### config.mk
export PLATFORM = sky130hd
export DESIGN_NAME = mtc_timer_core
export DESIGN_NICKNAME = d
export VERILOG_FILES = /design/src/mtc_pkg.sv /design/src/mtc_timer_core.sv
export SDC_FILE = /design/constraint.sdc
export NUM_CORES = 1
export LEC_CHECK = 0
export ABC_AREA = 1
export BUFFER_PORTS_ARGS = -buffer_cell sky130_fd_sc_hd__buf_4
export CAP_MARGIN = 40
export CORE_MARGIN = 5
export CORE_UTILIZATION = 40
export DETAILED_ROUTE_END_ITERATION = 7
export GPL_ROUTABILITY_DRIVEN = 0
export HOLD_SLACK_MARGIN = 0.06
export PLACE_DENSITY_LB_ADDON = 0.08
export SYNTH_ARGS = -nofsm -noshare
export SYNTH_HDL_FRONTEND = slang
export SYNTH_SLANG_ARGS = --single-unit
### constraint.sdc
create_clock -name ref_clk -period 3.35 [get_ports ref_clk]
set_input_delay 0.1675 -clock ref_clk [delete_from_list [all_inputs] [get_ports ref_clk]]
set_output_delay 0.1675 -clock ref_clk [all_outputs]
set_load 0.005 [all_outputs]
### src/mtc_pkg.sv
// package of the multimode timer counter: register map, fields, encodings
// assumes a 32-bit classic wishbone slave with word-aligned registers
package mtc_pkg;

   // register byte offsets
   localparam logic [7:0] CTRL_OFS = 8'h00;
   localparam logic [7:0] COUNT_OFS = 8'h04;
   localparam logic [7:0] PERIOD_OFS = 8'h08;
   localparam logic [7:0] STATUS_OFS = 8'h0C;
   localparam logic [7:0] LATCH_OFS = 8'h10;

   // control word field positions
   localparam int MODE_LSB = 0;
   localparam int LEN_LSB = 2;
   localparam int DIV_LSB = 4;
   localparam int CLEAR_BIT = 6;
   localparam int ROLL_EN_BIT = 7;
   localparam int MATCH_EN_BIT = 8;
   localparam int GIE_BIT = 9;

   // status field positions
   localparam int ROLL_FLAG_BIT = 0;
   localparam int MATCH_FLAG_BIT = 1;
   localparam int DOWN_BIT = 2;
   localparam int PEND_BIT = 3;

   // reset values
   localparam logic [15:0] COUNT_RST = 16'h0000;
   localparam logic [15:0] PERIOD_RST = 16'h0000;
   localparam logic [2:0] DIV_RST = 3'h0;

   // counter ceilings per length
   localparam logic [15:0] CEIL_16 = 16'hFFFF;
   localparam logic [15:0] CEIL_12 = 16'h0FFF;
   localparam logic [15:0] CEIL_10 = 16'h03FF;
   localparam logic [15:0] CEIL_8 = 16'h00FF;

   // count_mode_select encodings
   typedef enum logic [1:0] {
      MODE_STOP = 2'b00,
      MODE_UP = 2'b01,
      MODE_CONT = 2'b10,
      MODE_UPDN = 2'b11
   } mtc_mode_t;

   // counter length encodings
   typedef enum logic [1:0] {
      LEN_16 = 2'b00,
      LEN_12 = 2'b01,
      LEN_10 = 2'b10,
      LEN_8 = 2'b11
   } mtc_len_t;

   // whole state of the timer core
   typedef struct packed {
      logic sync1;
      logic sync2;
      logic sync3;
      logic level;
      logic [2:0] div;
      mtc_mode_t mode;
      mtc_len_t len;
      logic [1:0] divSel;
      logic rollEn;
      logic matchEn;
      logic global_interrupt_enable;
      logic [15:0] cnt;
      logic down;
      logic [15:0] latch;
      logic [15:0] buffer;
      logic pendValid;
      logic pendHigh;
      logic rollFlag;
      logic matchFlag;
      logic ack;
      logic [31:0] dat;
      logic irq;
      logic matchPulse;
   } mtc_state_t;

endpackage : mtc_pkg

### src/mtc_timer_core.sv
// counting core of a multimode timer with a wishbone register slave
// assumes the timer clock arrives unsynchronised on timerClk
//
// The implementer's own choices: the Wishbone register port and the placing of the registers.
`timescale 1ns/1ps
`default_nettype none

// design notes
//
// state and clocking
// - whole block state is one packed struct, registered once per ref_clk
// - every output is a field of that struct, so all come from flops
// - counting runs on detected timer pin rises, never on ref_clk alone
// - timer pin is slow against ref_clk; each phase needs two cycles
// - a faster timer pin would lose edges in the synchroniser
//
// timer pin synchroniser
// - three stages; only the second and third are compared
// - level follows the third stage once both agree
// - a rise is the agreed level going high while the old level is low
// - level starts low after reset, matching an idle low pin
// - a pin held high through reset gives one rise after release
//
// input divider
// - divides detected rises by one, two, four or eight
// - the divider state is hidden from software
// - the clear bit and reset both zero it
// - changing the divide setting mid-run may shorten one period
//
// counter length
// - ceiling is all ones of the chosen length
// - a count write is masked by the ceiling, so top bits read zero
// - shrinking the length leaves the count as is until it wraps
//
// period buffer and latch
// - software writes the buffer; the compare uses the latch
// - a write marks a transfer pending and notes the timer phase
// - a period not below the old one loads at once
// - a smaller one written in the high phase loads at once
// - a smaller one written in the low phase waits for the next rise,
//   so that rise still steps against the old period
// - while descending in up/down the transfer waits for zero
// - a pending transfer shows in the status word
//
// up mode
// - a latch of zero holds the counter at zero
// - a count at or above the latch rolls to zero on the next step
// - a latch above the ceiling also rolls to zero on the next step
//
// continuous mode
// - the latch takes no period role here
// - match flag is raised on entering the latch value
//
// up/down mode
// - the direction flop is kept while stopped
// - while stopped only the clear bit or reset turns it back upward
// - direction stays down at zero until the next step turns it up
// - a latch above the ceiling makes it behave as continuous
//
// flags and request
// - flags are set whatever the enables say
// - a hardware set in the same cycle as a clear wins
// - the request is a registered and of flag, own and global enable
// - period match pulse lasts one ref_clk cycle per match step
//
// register bus
// - classic single cycle; ack comes one cycle after the strobe
// - a strobe held past its ack is acked again every second cycle
// - read data holds until the next request
// - unmapped addresses read as zero and ignore writes
// - lanes two and three are ignored

module mtc_timer_core (
   input wire logic ref_clk,
   input wire logic rst,
   input wire logic timerClk,
   input wire logic wb_cyc_i,
   input wire logic wb_stb_i,
   input wire logic wb_we_i,
   input wire logic [7:0] wb_adr_i,
   input wire logic [3:0] wb_sel_i,
   input wire logic [31:0] wb_dat_i,
   output logic [31:0] wb_dat_o,
   output logic wb_ack_o,
   output logic irq,
   output logic periodMatch,
   output logic [15:0] counterValue,
   output logic countDown
);
   import mtc_pkg::*;

   mtc_state_t r;
   mtc_state_t next_r;

   logic rise;
   logic tick;
   logic [2:0] divMask;
   logic [15:0] ceiling;
   logic req;
   logic wr;
   logic blocked;
   logic setRoll;
   logic setMatch;
   logic [15:0] inc;
   logic [15:0] dec;
   logic overCeil;
   logic [31:0] rdData;

   // stepping, bus and flag logic in one pass
   always_comb begin
      next_r = r;
      setRoll = 1'b0;
      setMatch = 1'b0;
      // three-stage synchroniser; a change counts when stages 2 and 3 agree
      next_r.sync1 = timerClk;
      next_r.sync2 = r.sync1;
      next_r.sync3 = r.sync2;
      if (r.sync2 == r.sync3) begin
         next_r.level = r.sync3;
      end
      rise = (r.sync2 == r.sync3) && r.sync3 && !r.level;
      // input divider by 1, 2, 4 or 8
      case (r.divSel)
         2'd0: divMask = 3'h0;
         2'd1: divMask = 3'h1;
         2'd2: divMask = 3'h3;
         default: divMask = 3'h7;
      endcase
      if (rise) begin
         next_r.div = r.div + 3'h1;
      end
      tick = rise && ((r.div & divMask) == divMask);
      // ceiling by length
      case (r.len)
         LEN_16: ceiling = CEIL_16;
         LEN_12: ceiling = CEIL_12;
         LEN_10: ceiling = CEIL_10;
         default: ceiling = CEIL_8;
      endcase
      inc = r.cnt + 16'h0001;
      dec = r.cnt - 16'h0001;
      overCeil = r.latch > ceiling;
      // counting step, only on divided timer edges
      if (tick) begin
         case (r.mode)
            MODE_UP: begin
               if (overCeil || r.cnt >= r.latch) begin
                  next_r.cnt = COUNT_RST;
                  setRoll = 1'b1;
               end else begin
                  next_r.cnt = inc;
                  setMatch = (inc == r.latch);
               end
            end
            MODE_CONT: begin
               if (r.cnt >= ceiling) begin
                  next_r.cnt = COUNT_RST;
                  setRoll = 1'b1;
               end else begin
                  next_r.cnt = inc;
               end
               setMatch = (next_r.cnt == r.latch);
            end
            MODE_UPDN: begin
               if (overCeil) begin
                  // behaves as continuous, never turns down
                  next_r.down = 1'b0;
                  if (r.cnt >= ceiling) begin
                     next_r.cnt = COUNT_RST;
                     setRoll = 1'b1;
                  end else begin
                     next_r.cnt = inc;
                  end
               end else if (!r.down) begin
                  if (r.cnt >= r.latch) begin
                     // turn at the period (or a shrunk one)
                     next_r.down = (r.cnt != 16'h0000);
                     next_r.cnt = (r.cnt != 16'h0000) ? dec : r.cnt;
                     setRoll = (r.cnt == 16'h0001);
                  end else begin
                     next_r.cnt = inc;
                     setMatch = (inc == r.latch);
                  end
               end else begin
                  if (r.cnt == 16'h0000) begin
                     next_r.down = 1'b0;
                     next_r.cnt = (r.latch != 16'h0000) ? inc : r.cnt;
                     setMatch = (inc == r.latch);
                  end else begin
                     next_r.cnt = dec;
                     setRoll = (r.cnt == 16'h0001);
                  end
               end
            end
            default: begin
               next_r.cnt = r.cnt;
            end
         endcase
      end
      // period transfer: high phase acts now, low phase after one edge
      // a period not below the old one extends the count at once
      blocked = (r.mode == MODE_UPDN) && r.down && (r.cnt != 16'h0000);
      if (r.pendValid && !blocked && (r.pendHigh || rise ||
         r.buffer >= r.latch)) begin
         next_r.latch = r.buffer;
         next_r.pendValid = 1'b0;
      end
      // wishbone classic: answer one cycle after the strobe
      req = wb_cyc_i && wb_stb_i && !r.ack;
      wr = req && wb_we_i;
      next_r.ack = req;
      case (wb_adr_i)
         CTRL_OFS: rdData = {22'h00_0000, r.global_interrupt_enable, r.matchEn, r.rollEn, 1'b0,
            r.divSel, r.len, r.mode};
         COUNT_OFS: rdData = {16'h0000, r.cnt};
         PERIOD_OFS: rdData = {16'h0000, r.buffer};
         STATUS_OFS: rdData = {28'h000_0000, r.pendValid, r.down,
            r.matchFlag, r.rollFlag};
         LATCH_OFS: rdData = {16'h0000, r.latch};
         default: rdData = 32'h0000_0000;
      endcase
      if (req) begin
         next_r.dat = wb_we_i ? 32'h0000_0000 : rdData;
      end
      // flags: hardware set wins over software clear
      next_r.rollFlag = r.rollFlag | setRoll;
      next_r.matchFlag = r.matchFlag | setMatch;
      if (wr && wb_sel_i[0]) begin
         case (wb_adr_i)
            CTRL_OFS: begin
               next_r.mode = mtc_mode_t'(wb_dat_i[MODE_LSB +: 2]);
               next_r.len = mtc_len_t'(wb_dat_i[LEN_LSB +: 2]);
               next_r.divSel = wb_dat_i[DIV_LSB +: 2];
               next_r.rollEn = wb_dat_i[ROLL_EN_BIT];
               if (wb_dat_i[CLEAR_BIT]) begin
                  next_r.cnt = COUNT_RST;
                  next_r.div = DIV_RST;
                  next_r.down = 1'b0;
               end
            end
            COUNT_OFS: begin
               next_r.cnt = wb_dat_i[15:0] & ceiling;
            end
            PERIOD_OFS: begin
               next_r.buffer[7:0] = wb_dat_i[7:0];
               next_r.pendValid = 1'b1;
               next_r.pendHigh = r.level;
            end
            STATUS_OFS: begin
               if (wb_dat_i[ROLL_FLAG_BIT] && !setRoll) begin
                  next_r.rollFlag = 1'b0;
               end
               if (wb_dat_i[MATCH_FLAG_BIT] && !setMatch) begin
                  next_r.matchFlag = 1'b0;
               end
            end
            default: begin
               next_r.dat = r.dat;
            end
         endcase
      end
      if (wr && wb_sel_i[1]) begin
         case (wb_adr_i)
            CTRL_OFS: begin
               next_r.matchEn = wb_dat_i[MATCH_EN_BIT];
               next_r.global_interrupt_enable = wb_dat_i[GIE_BIT];
            end
            COUNT_OFS: begin
               next_r.cnt[15:8] = wb_dat_i[15:8] & ceiling[15:8];
            end
            PERIOD_OFS: begin
               next_r.buffer[15:8] = wb_dat_i[15:8];
               next_r.pendValid = 1'b1;
               next_r.pendHigh = r.level;
            end
            default: begin
               next_r.dat = r.dat;
            end
         endcase
      end
      // request needs flag, own enable and global enable
      next_r.irq = (next_r.rollFlag && next_r.rollEn && next_r.global_interrupt_enable) ||
         (next_r.matchFlag && next_r.matchEn && next_r.global_interrupt_enable);
      next_r.matchPulse = setMatch;
   end

   // one register for the whole state
   always_ff @(posedge ref_clk) begin
      if (rst) begin
         r <= '0;
      end else begin
         r <= next_r;
      end
   end

   // outputs straight from state flops
   assign wb_dat_o = r.dat;
   assign wb_ack_o = r.ack;
   assign irq = r.irq;
   assign periodMatch = r.matchPulse;
   assign counterValue = r.cnt;
   assign countDown = r.down;

endmodule : mtc_timer_core

`default_nettype wire

# After elaboration in Yosys (flattened, before gate mapping)
# Cells that the tools add are included.
# totals
reg_bits	104
word_cells	149
in_bits	50
# op_classes
bitwise_logic	5
muxes	58
n_lt_le_gt_ge	4
addsub	3
reduce_logical	38
n_eq_ne	17
# op_table
operator	n
32-bit two-way mux	6
16-bit two-way mux	8
16-bit case mux with 3 select lines	2
17-bit two-way mux	5
16-bit case mux with 5 select lines	1
16-bit >= comparator	3
16-bit equality test	2
16-bit case mux with 2 select lines	1
16-bit nonzero test	2
10-bit two-way mux	3
1-bit two-way mux	20
1-bit logical AND	18
16-bit by 1-bit adder with 16-bit output (second input constant)	1
16-bit AND	1
16-bit by 1-bit equality test with 1-bit output (second input constant)	1
8-bit by 4-bit equality test with 1-bit output (second input constant)	2
16-bit > comparator	1
16-bit zero test	1
16-bit by 1-bit subtractor with 16-bit output (second input constant)	1
2-bit two-way mux	5
3-bit case mux with 3 select lines	1
8-bit AND	1
2-bit equality test (second input constant)	4
8-bit by 3-bit equality test with 1-bit output (second input constant)	1
19 further kinds	34

# Logic depth before layout (Yosys ltp)
# logic_depth
depth_word	17
mapped_depth	20
depth_no_buf	20

# Worst setup path before layout
# OpenSTA, ideal clock, no wires.
# synth_timing
kind	register -> register
from	register r[94] (netlist name)
to	register r (netlist bit counterValue[14])
required_time_ns	3.215
synth_period_minus_slack_ns	2.496
path_stages_with_launch	17
n_path_buf	0
slack_ns	0.854
arrival_time_ns	2.361
setup_ns	0.135
path_cell_list	dfxtp_1 -> nor2_1 -> inv_1 -> ha_1 -> nand2_1 -> nor2_1 -> nand4_1 -> nor2_1 -> nor2_2 -> o21ai_0 -> nand2_1 -> inv_2 -> nand2_2 -> inv_2 -> a21oi_1 -> o21ai_0 -> a21oi_1
# synth_via
elab_chain_len	13
word_cells_on_any_way	21
cone_classes	2 x order compare; 2 x eq/ne; 13 x mux; 2 x bitwise; 2 x reduce/logical
# synth_lines
element	line_no	rtl
start: declaration	mtc_timer_core.sv:92	mtc_state_t r;
start signal: assignment	mtc_timer_core.sv:292	r <= next_r;
2-bit equality test, or another cell as far along	mtc_timer_core.sv:134	case (r.len)
16-bit case mux with 3 select lines (*)	mtc_timer_core.sv:134	
16-bit >= comparator	mtc_timer_core.sv:156, mtc_timer_core.sv:168	
16-bit two-way mux	mtc_timer_core.sv:156, mtc_timer_core.sv:168	
16-bit two-way mux	mtc_timer_core.sv:145	case (r.mode)
16-bit two-way mux	mtc_timer_core.sv:144	if (tick) begin
16-bit case mux with 3 select lines	mtc_timer_core.sv:145	
17-bit two-way mux	mtc_timer_core.sv:144	
17-bit two-way mux	mtc_timer_core.sv:235	if (wb_dat_i[CLEAR_BIT]) begin
16-bit case mux with 2 select lines	mtc_timer_core.sv:229	case (wb_adr_i)
17-bit two-way mux	mtc_timer_core.sv:228	if (wr && wb_sel_i[0]) begin
8-bit two-way mux	mtc_timer_core.sv:263	case (wb_adr_i)
10-bit two-way mux (*)	mtc_timer_core.sv:262	if (wr && wb_sel_i[1]) begin
# Mark *: on every way between the ends. The rest lies on a longest branch, timed or not. The select of a mux whose other input is x is not followed.
# A chain may end at the register's enable or synchronous reset.

# Worst setup path in the final report
# layout_timing
from	register r[93] (netlist name)
to	register r (netlist bit counterValue[11])
# The elaborated chain is that of the path after synthesis.

==> flow_metrics.py <==
metrics = {
    "sta": {
        "max_freq_ghz": 0.339,
        "relSlewSlack_pct": 53.3,
        "setup_tns_ps": 0,
        "fin_crit_sh_pct": 88.0,
        "hold_slack_ps": 66.8,
        "worstMarginPinSlew_ps": 699,
        "rsz0062_at_grt": "no",
        "final_hold_viol_count": 0,
        "drv_slew": 0,
        "fin_crit_ps": 2950,
        "finClkSkew_ps": 9.20,
        "setup_violations": 0,
    },
    "min_path": {
        "hold_end": "r[42]$_SDFFE_PP0P_",
        "hp-class": "input port to register",
        "min-delay-start": "wb_dat_i[3]",
        "hold_depth": 3,
    },
    "worst_setup_path": {
        "worstSetupPathType": "register to register",
        "arrival_ps": 3230,
        "required_ps": 3630,
        "start_kind": "register",
        "r2r_slack_ps": 400,
        "reg2reg_depth": 19,
        "r2r_start": "r[93]$_SDFFE_PP0P_",
        "path_max_fanout": 8,
        "reg2reg_to": "counterValue[11]$_SDFF_PP0_",
        "endpoint_kind": "register",
    },
    "clock_tree": {
        "cts_num_sinks": 88,
        "hold_buffers": 2,
        "cts-resized-gates": 0,
        "cts-root-buf": "clkbuf_16",
        "clk_pin_slew_worst_paths_ps": 70,
        "clock_latency_ps": 360,
        "cts_tree": "done",
        "h-tree-depth": 3,
        "clockBufferDepth": 2,
        "cts_buffers": 9,
        "postCtsSetupBuffers": 0,
    },
    "layout": {
        "utilization_pct": 46.7,
        "antennaDiodeCount": 0,
        "fillCellCount": 1868,
        "area_growth_syn_to_layout_pct": 13.9,
        "fin_nets": 1263,
        "drive_gt1_share_pct": 16.4,
        "final_cells": 1393,
    },
    "yosys": {
        "synth-edff-count": 0,
        "synth.avg_cell_area_sq_um": 6.48,
        "synth_seq_cells": 88,
        "synth_area_sq_um": 7140,
        "synthXorXnorAreaFrac_pct": 1.84,
        "ys_types": 50,
        "seq_area_frac_synth_pct": 24.7,
        "async_flop_share_pct": 0,
        "yosys.area_share.simple_pct": 33.2,
        "synth_fa_ha_area_share_pct": 8.76,
        "synthCells": 1103,
        "synthMuxAreaShare_pct": 0.140,
        "synth-compound-area-share_pct": 18.6,
        "ys_warn_count": 0,
        "synth_top_family_by_area": "simple AND/OR/NAND/NOR gates",
        "ys.flop_type": "dfxtp_1",
    },
    "detailed_routing": {
        "ant_nets": 0,
        "wl_per_cell_microns": 18.5,
        "wl_microns": 25700,
        "drc": 0,
        "vias": 7589,
        "firstDrtPassIters": 6,
        "vias_per_cell": 5.45,
        "drt_iter0_markers": 657,
    },
    "place": {
        "dp_hpwl_microns": 20600,
        "port_buffers": 67,
        "dp.cells": 1375,
    },
    "power_and_ir_drop": {
        "power_frac_clock_pct": 46.6,
        "switchingPower_uw": 540,
        "p_per_area_nw_per_um2": 266,
        "comb_power_share_pct": 4.9,
        "p_seq_share_pct": 48.5,
        "ir_worst_vdd_mv": 0.243,
        "p_sw_share_pct": 25.0,
        "p_leak_uw": 0.00377,
        "p_int_uw": 1620,
    },
    "job": {
        "maxCapViolations": 0,
    },
    "floorplanning": {
        "die_x_microns": 144,
        "ios": 102,
        "core_sq_um": 17400,
        "die_h_microns": 144,
        "dieArea_sq_um": 20600,
        "rows": 48,
        "start_util_pct": 41.0,
    },
    "global_route": {
        "grt_start_max_net_pins": 43,
        "grtUsageTotal_pct": 24.9,
        "antenna_found_initial": 1,
        "grt_pass1_wl_microns": 39500,
        "grt_pass1_vias": 6913,
        "gr-total-overflow": 0,
    },
    "status": {
        "outcome": "complete, no violations",
    },
}
-- cell usage after synthesis, types with 14 or more instances --
| library cell | number | area share, % |
|---|---|---|
| a21oi_1 | 80 | 5.6 |
| buf_4 | 50 | 5.3 |
| clkbuf_1 | 17 | 0.89 |
| dfxtp_1 | 88 | 25 |
| ha_1 | 50 | 8.8 |
| inv_1 | 98 | 5.1 |
| nand2_1 | 267 | 14 |
| nand2_2 | 18 | 1.6 |
| nand3_1 | 79 | 5.5 |
| nand4_1 | 28 | 2.5 |
| nor2_1 | 108 | 5.7 |
| o21ai_0 | 73 | 5.1 |
| xor2_1 | 14 | 1.7 |
-- state kept, by name, indices dropped and copies added, names as in the netlist --
signal        cells
counterValue     16
next_r            2
countDown         1
wb_dat_o         16
irq               1
r                50
periodMatch       1
wb_ack_o          1
-- logic make-up (layout without fill, tap and decap cells) --
family / Yosys count / after routing
simple gates: 537 / 537
compound gates: 222 / 222
buf+inv: 189 / 239
flops: 88 / 88
fa+ha+maj: 50 / 50
xor+xnor: 15 / 15
other cells: 1 / 16
mux: 1 / 1
-- power groups by stage --
stage / clock [uW] / combinational [uW] / sequential (uW)
floorplan: 0 / 59.9 / 1070
global placement: 0 / 102 / 1070
detailed placement: 0 / 103 / 1070
CTS: 1020 / 105 / 1050
global route: 1070 / 117 / 1050
finish: 1010 / 106 / 1050
-- per-layer routing --
| metal | wire length (microns) | vias to the layer above | track usage [%] |
|---|---|---|---|
| met2 | 11000 | 320 | 38.4 |
| li1 | - | 3754 | - |
| met4 | 571 | 2 | 6.79 |
| met3 | 2070 | 52 | 3.93 |
| met1 | 12100 | 3461 | 36.2 |
| met5 | 12 | - | 0 |
-- cell usage in the layout, fill, tap and decap left out, drive strengths merged --
master	synthesis	final
xnor2	1	1
conb	1	16
a21o	4	4
a311oi	1	1
a221o	1	1
o21ai	85	85
o221ai	9	9
and2	1	1
clkbuf	18	10
clkinvlp	0	1
o22ai	2	2
o21bai	1	1
buf	58	108
o21a	2	2
nor4	4	4
xor2	14	14
o211ai	12	12
a21oi	91	91
clkinv	3	4
o2111ai	6	6
or2	5	5
dfxtp	88	88
nand3	81	81
nand2	286	286
a31oi	4	4
nand3b	2	2
dlygate4sd3	0	2
ha	50	50
nor2	119	119
nor3	10	10
a221oi	3	3
mux2i	1	1
inv	110	114
o311ai	1	1
nand4	29	29
-- area by class of cell --
type | instances | area [sq um] | share of cell area [%]
clock inverter | 6 | 50.0 | 0.615
clock buffer | 10 | 239 | 2.94
inverter | 113 | 424 | 5.21
sequential | 88 | 1760 | 21.6
tap | 225 | 282 | 3.46
multi-input combinational | 841 | 4540 | 55.7
timing repair buffer | 110 | 846 | 10.4
-- worst max-delay path: stages (launching register included) --
cell	delay (ps)
dfxtp_1	370
nor2_1	220
inv_1	210
ha_1	340
a21o_1	180
nand2_1	50
nand2_1	100
inv_1	80
nand2_1	60
nor2_2	310
o21ai_0	150
nand2_1	130
inv_2	70
nand2_2	140
nand2_1	70
nand2_1	100
nand2_1	80
nand2_1	60
nand2_1	50
a21oi_1	110
-- worst max-delay path by stage --
| stage | startpoint | end | slack [ps] | cells after the start |
|---|---|---|---|---|
| 3_3_place_gp | r[93]$_SDFFE_PP0P_ | irq$_SDFF_PP0_ | 450 | 19 |
| 2_1_floorplan | r[94]$_SDFFE_PP0P_ | counterValue[14]$_SDFF_PP0_ | 850 | 16 |
| 5_1_grt | r[93]$_SDFFE_PP0P_ | irq$_SDFF_PP0_ | 20 | 19 |
| 3_5_place_dp | r[93]$_SDFFE_PP0P_ | counterValue[5]$_SDFF_PP0_ | 430 | 17 |
| 4_1_cts | r[93]$_SDFFE_PP0P_ | irq$_SDFF_PP0_ | 420 | 19 |
| 6_report | r[93]$_SDFFE_PP0P_ | counterValue[11]$_SDFF_PP0_ | 400 | 19 |
-- through the flow --
stage / setup WS (ps) / total power [uW] / instance area (sq um)
4_1_cts: 418 / 2180 / 8140
5_1_grt: 23.5 / 2230 / 8140
3_5_place_dp: 429 / 1180 / 7830
6_report: 401 / 2160 / 8140
3_3_place_gp: 450 / 1180 / 7800
2_1_floorplan: 854 / 1130 / 7200
Note: power is estimated with default switching activity, not from simulation.
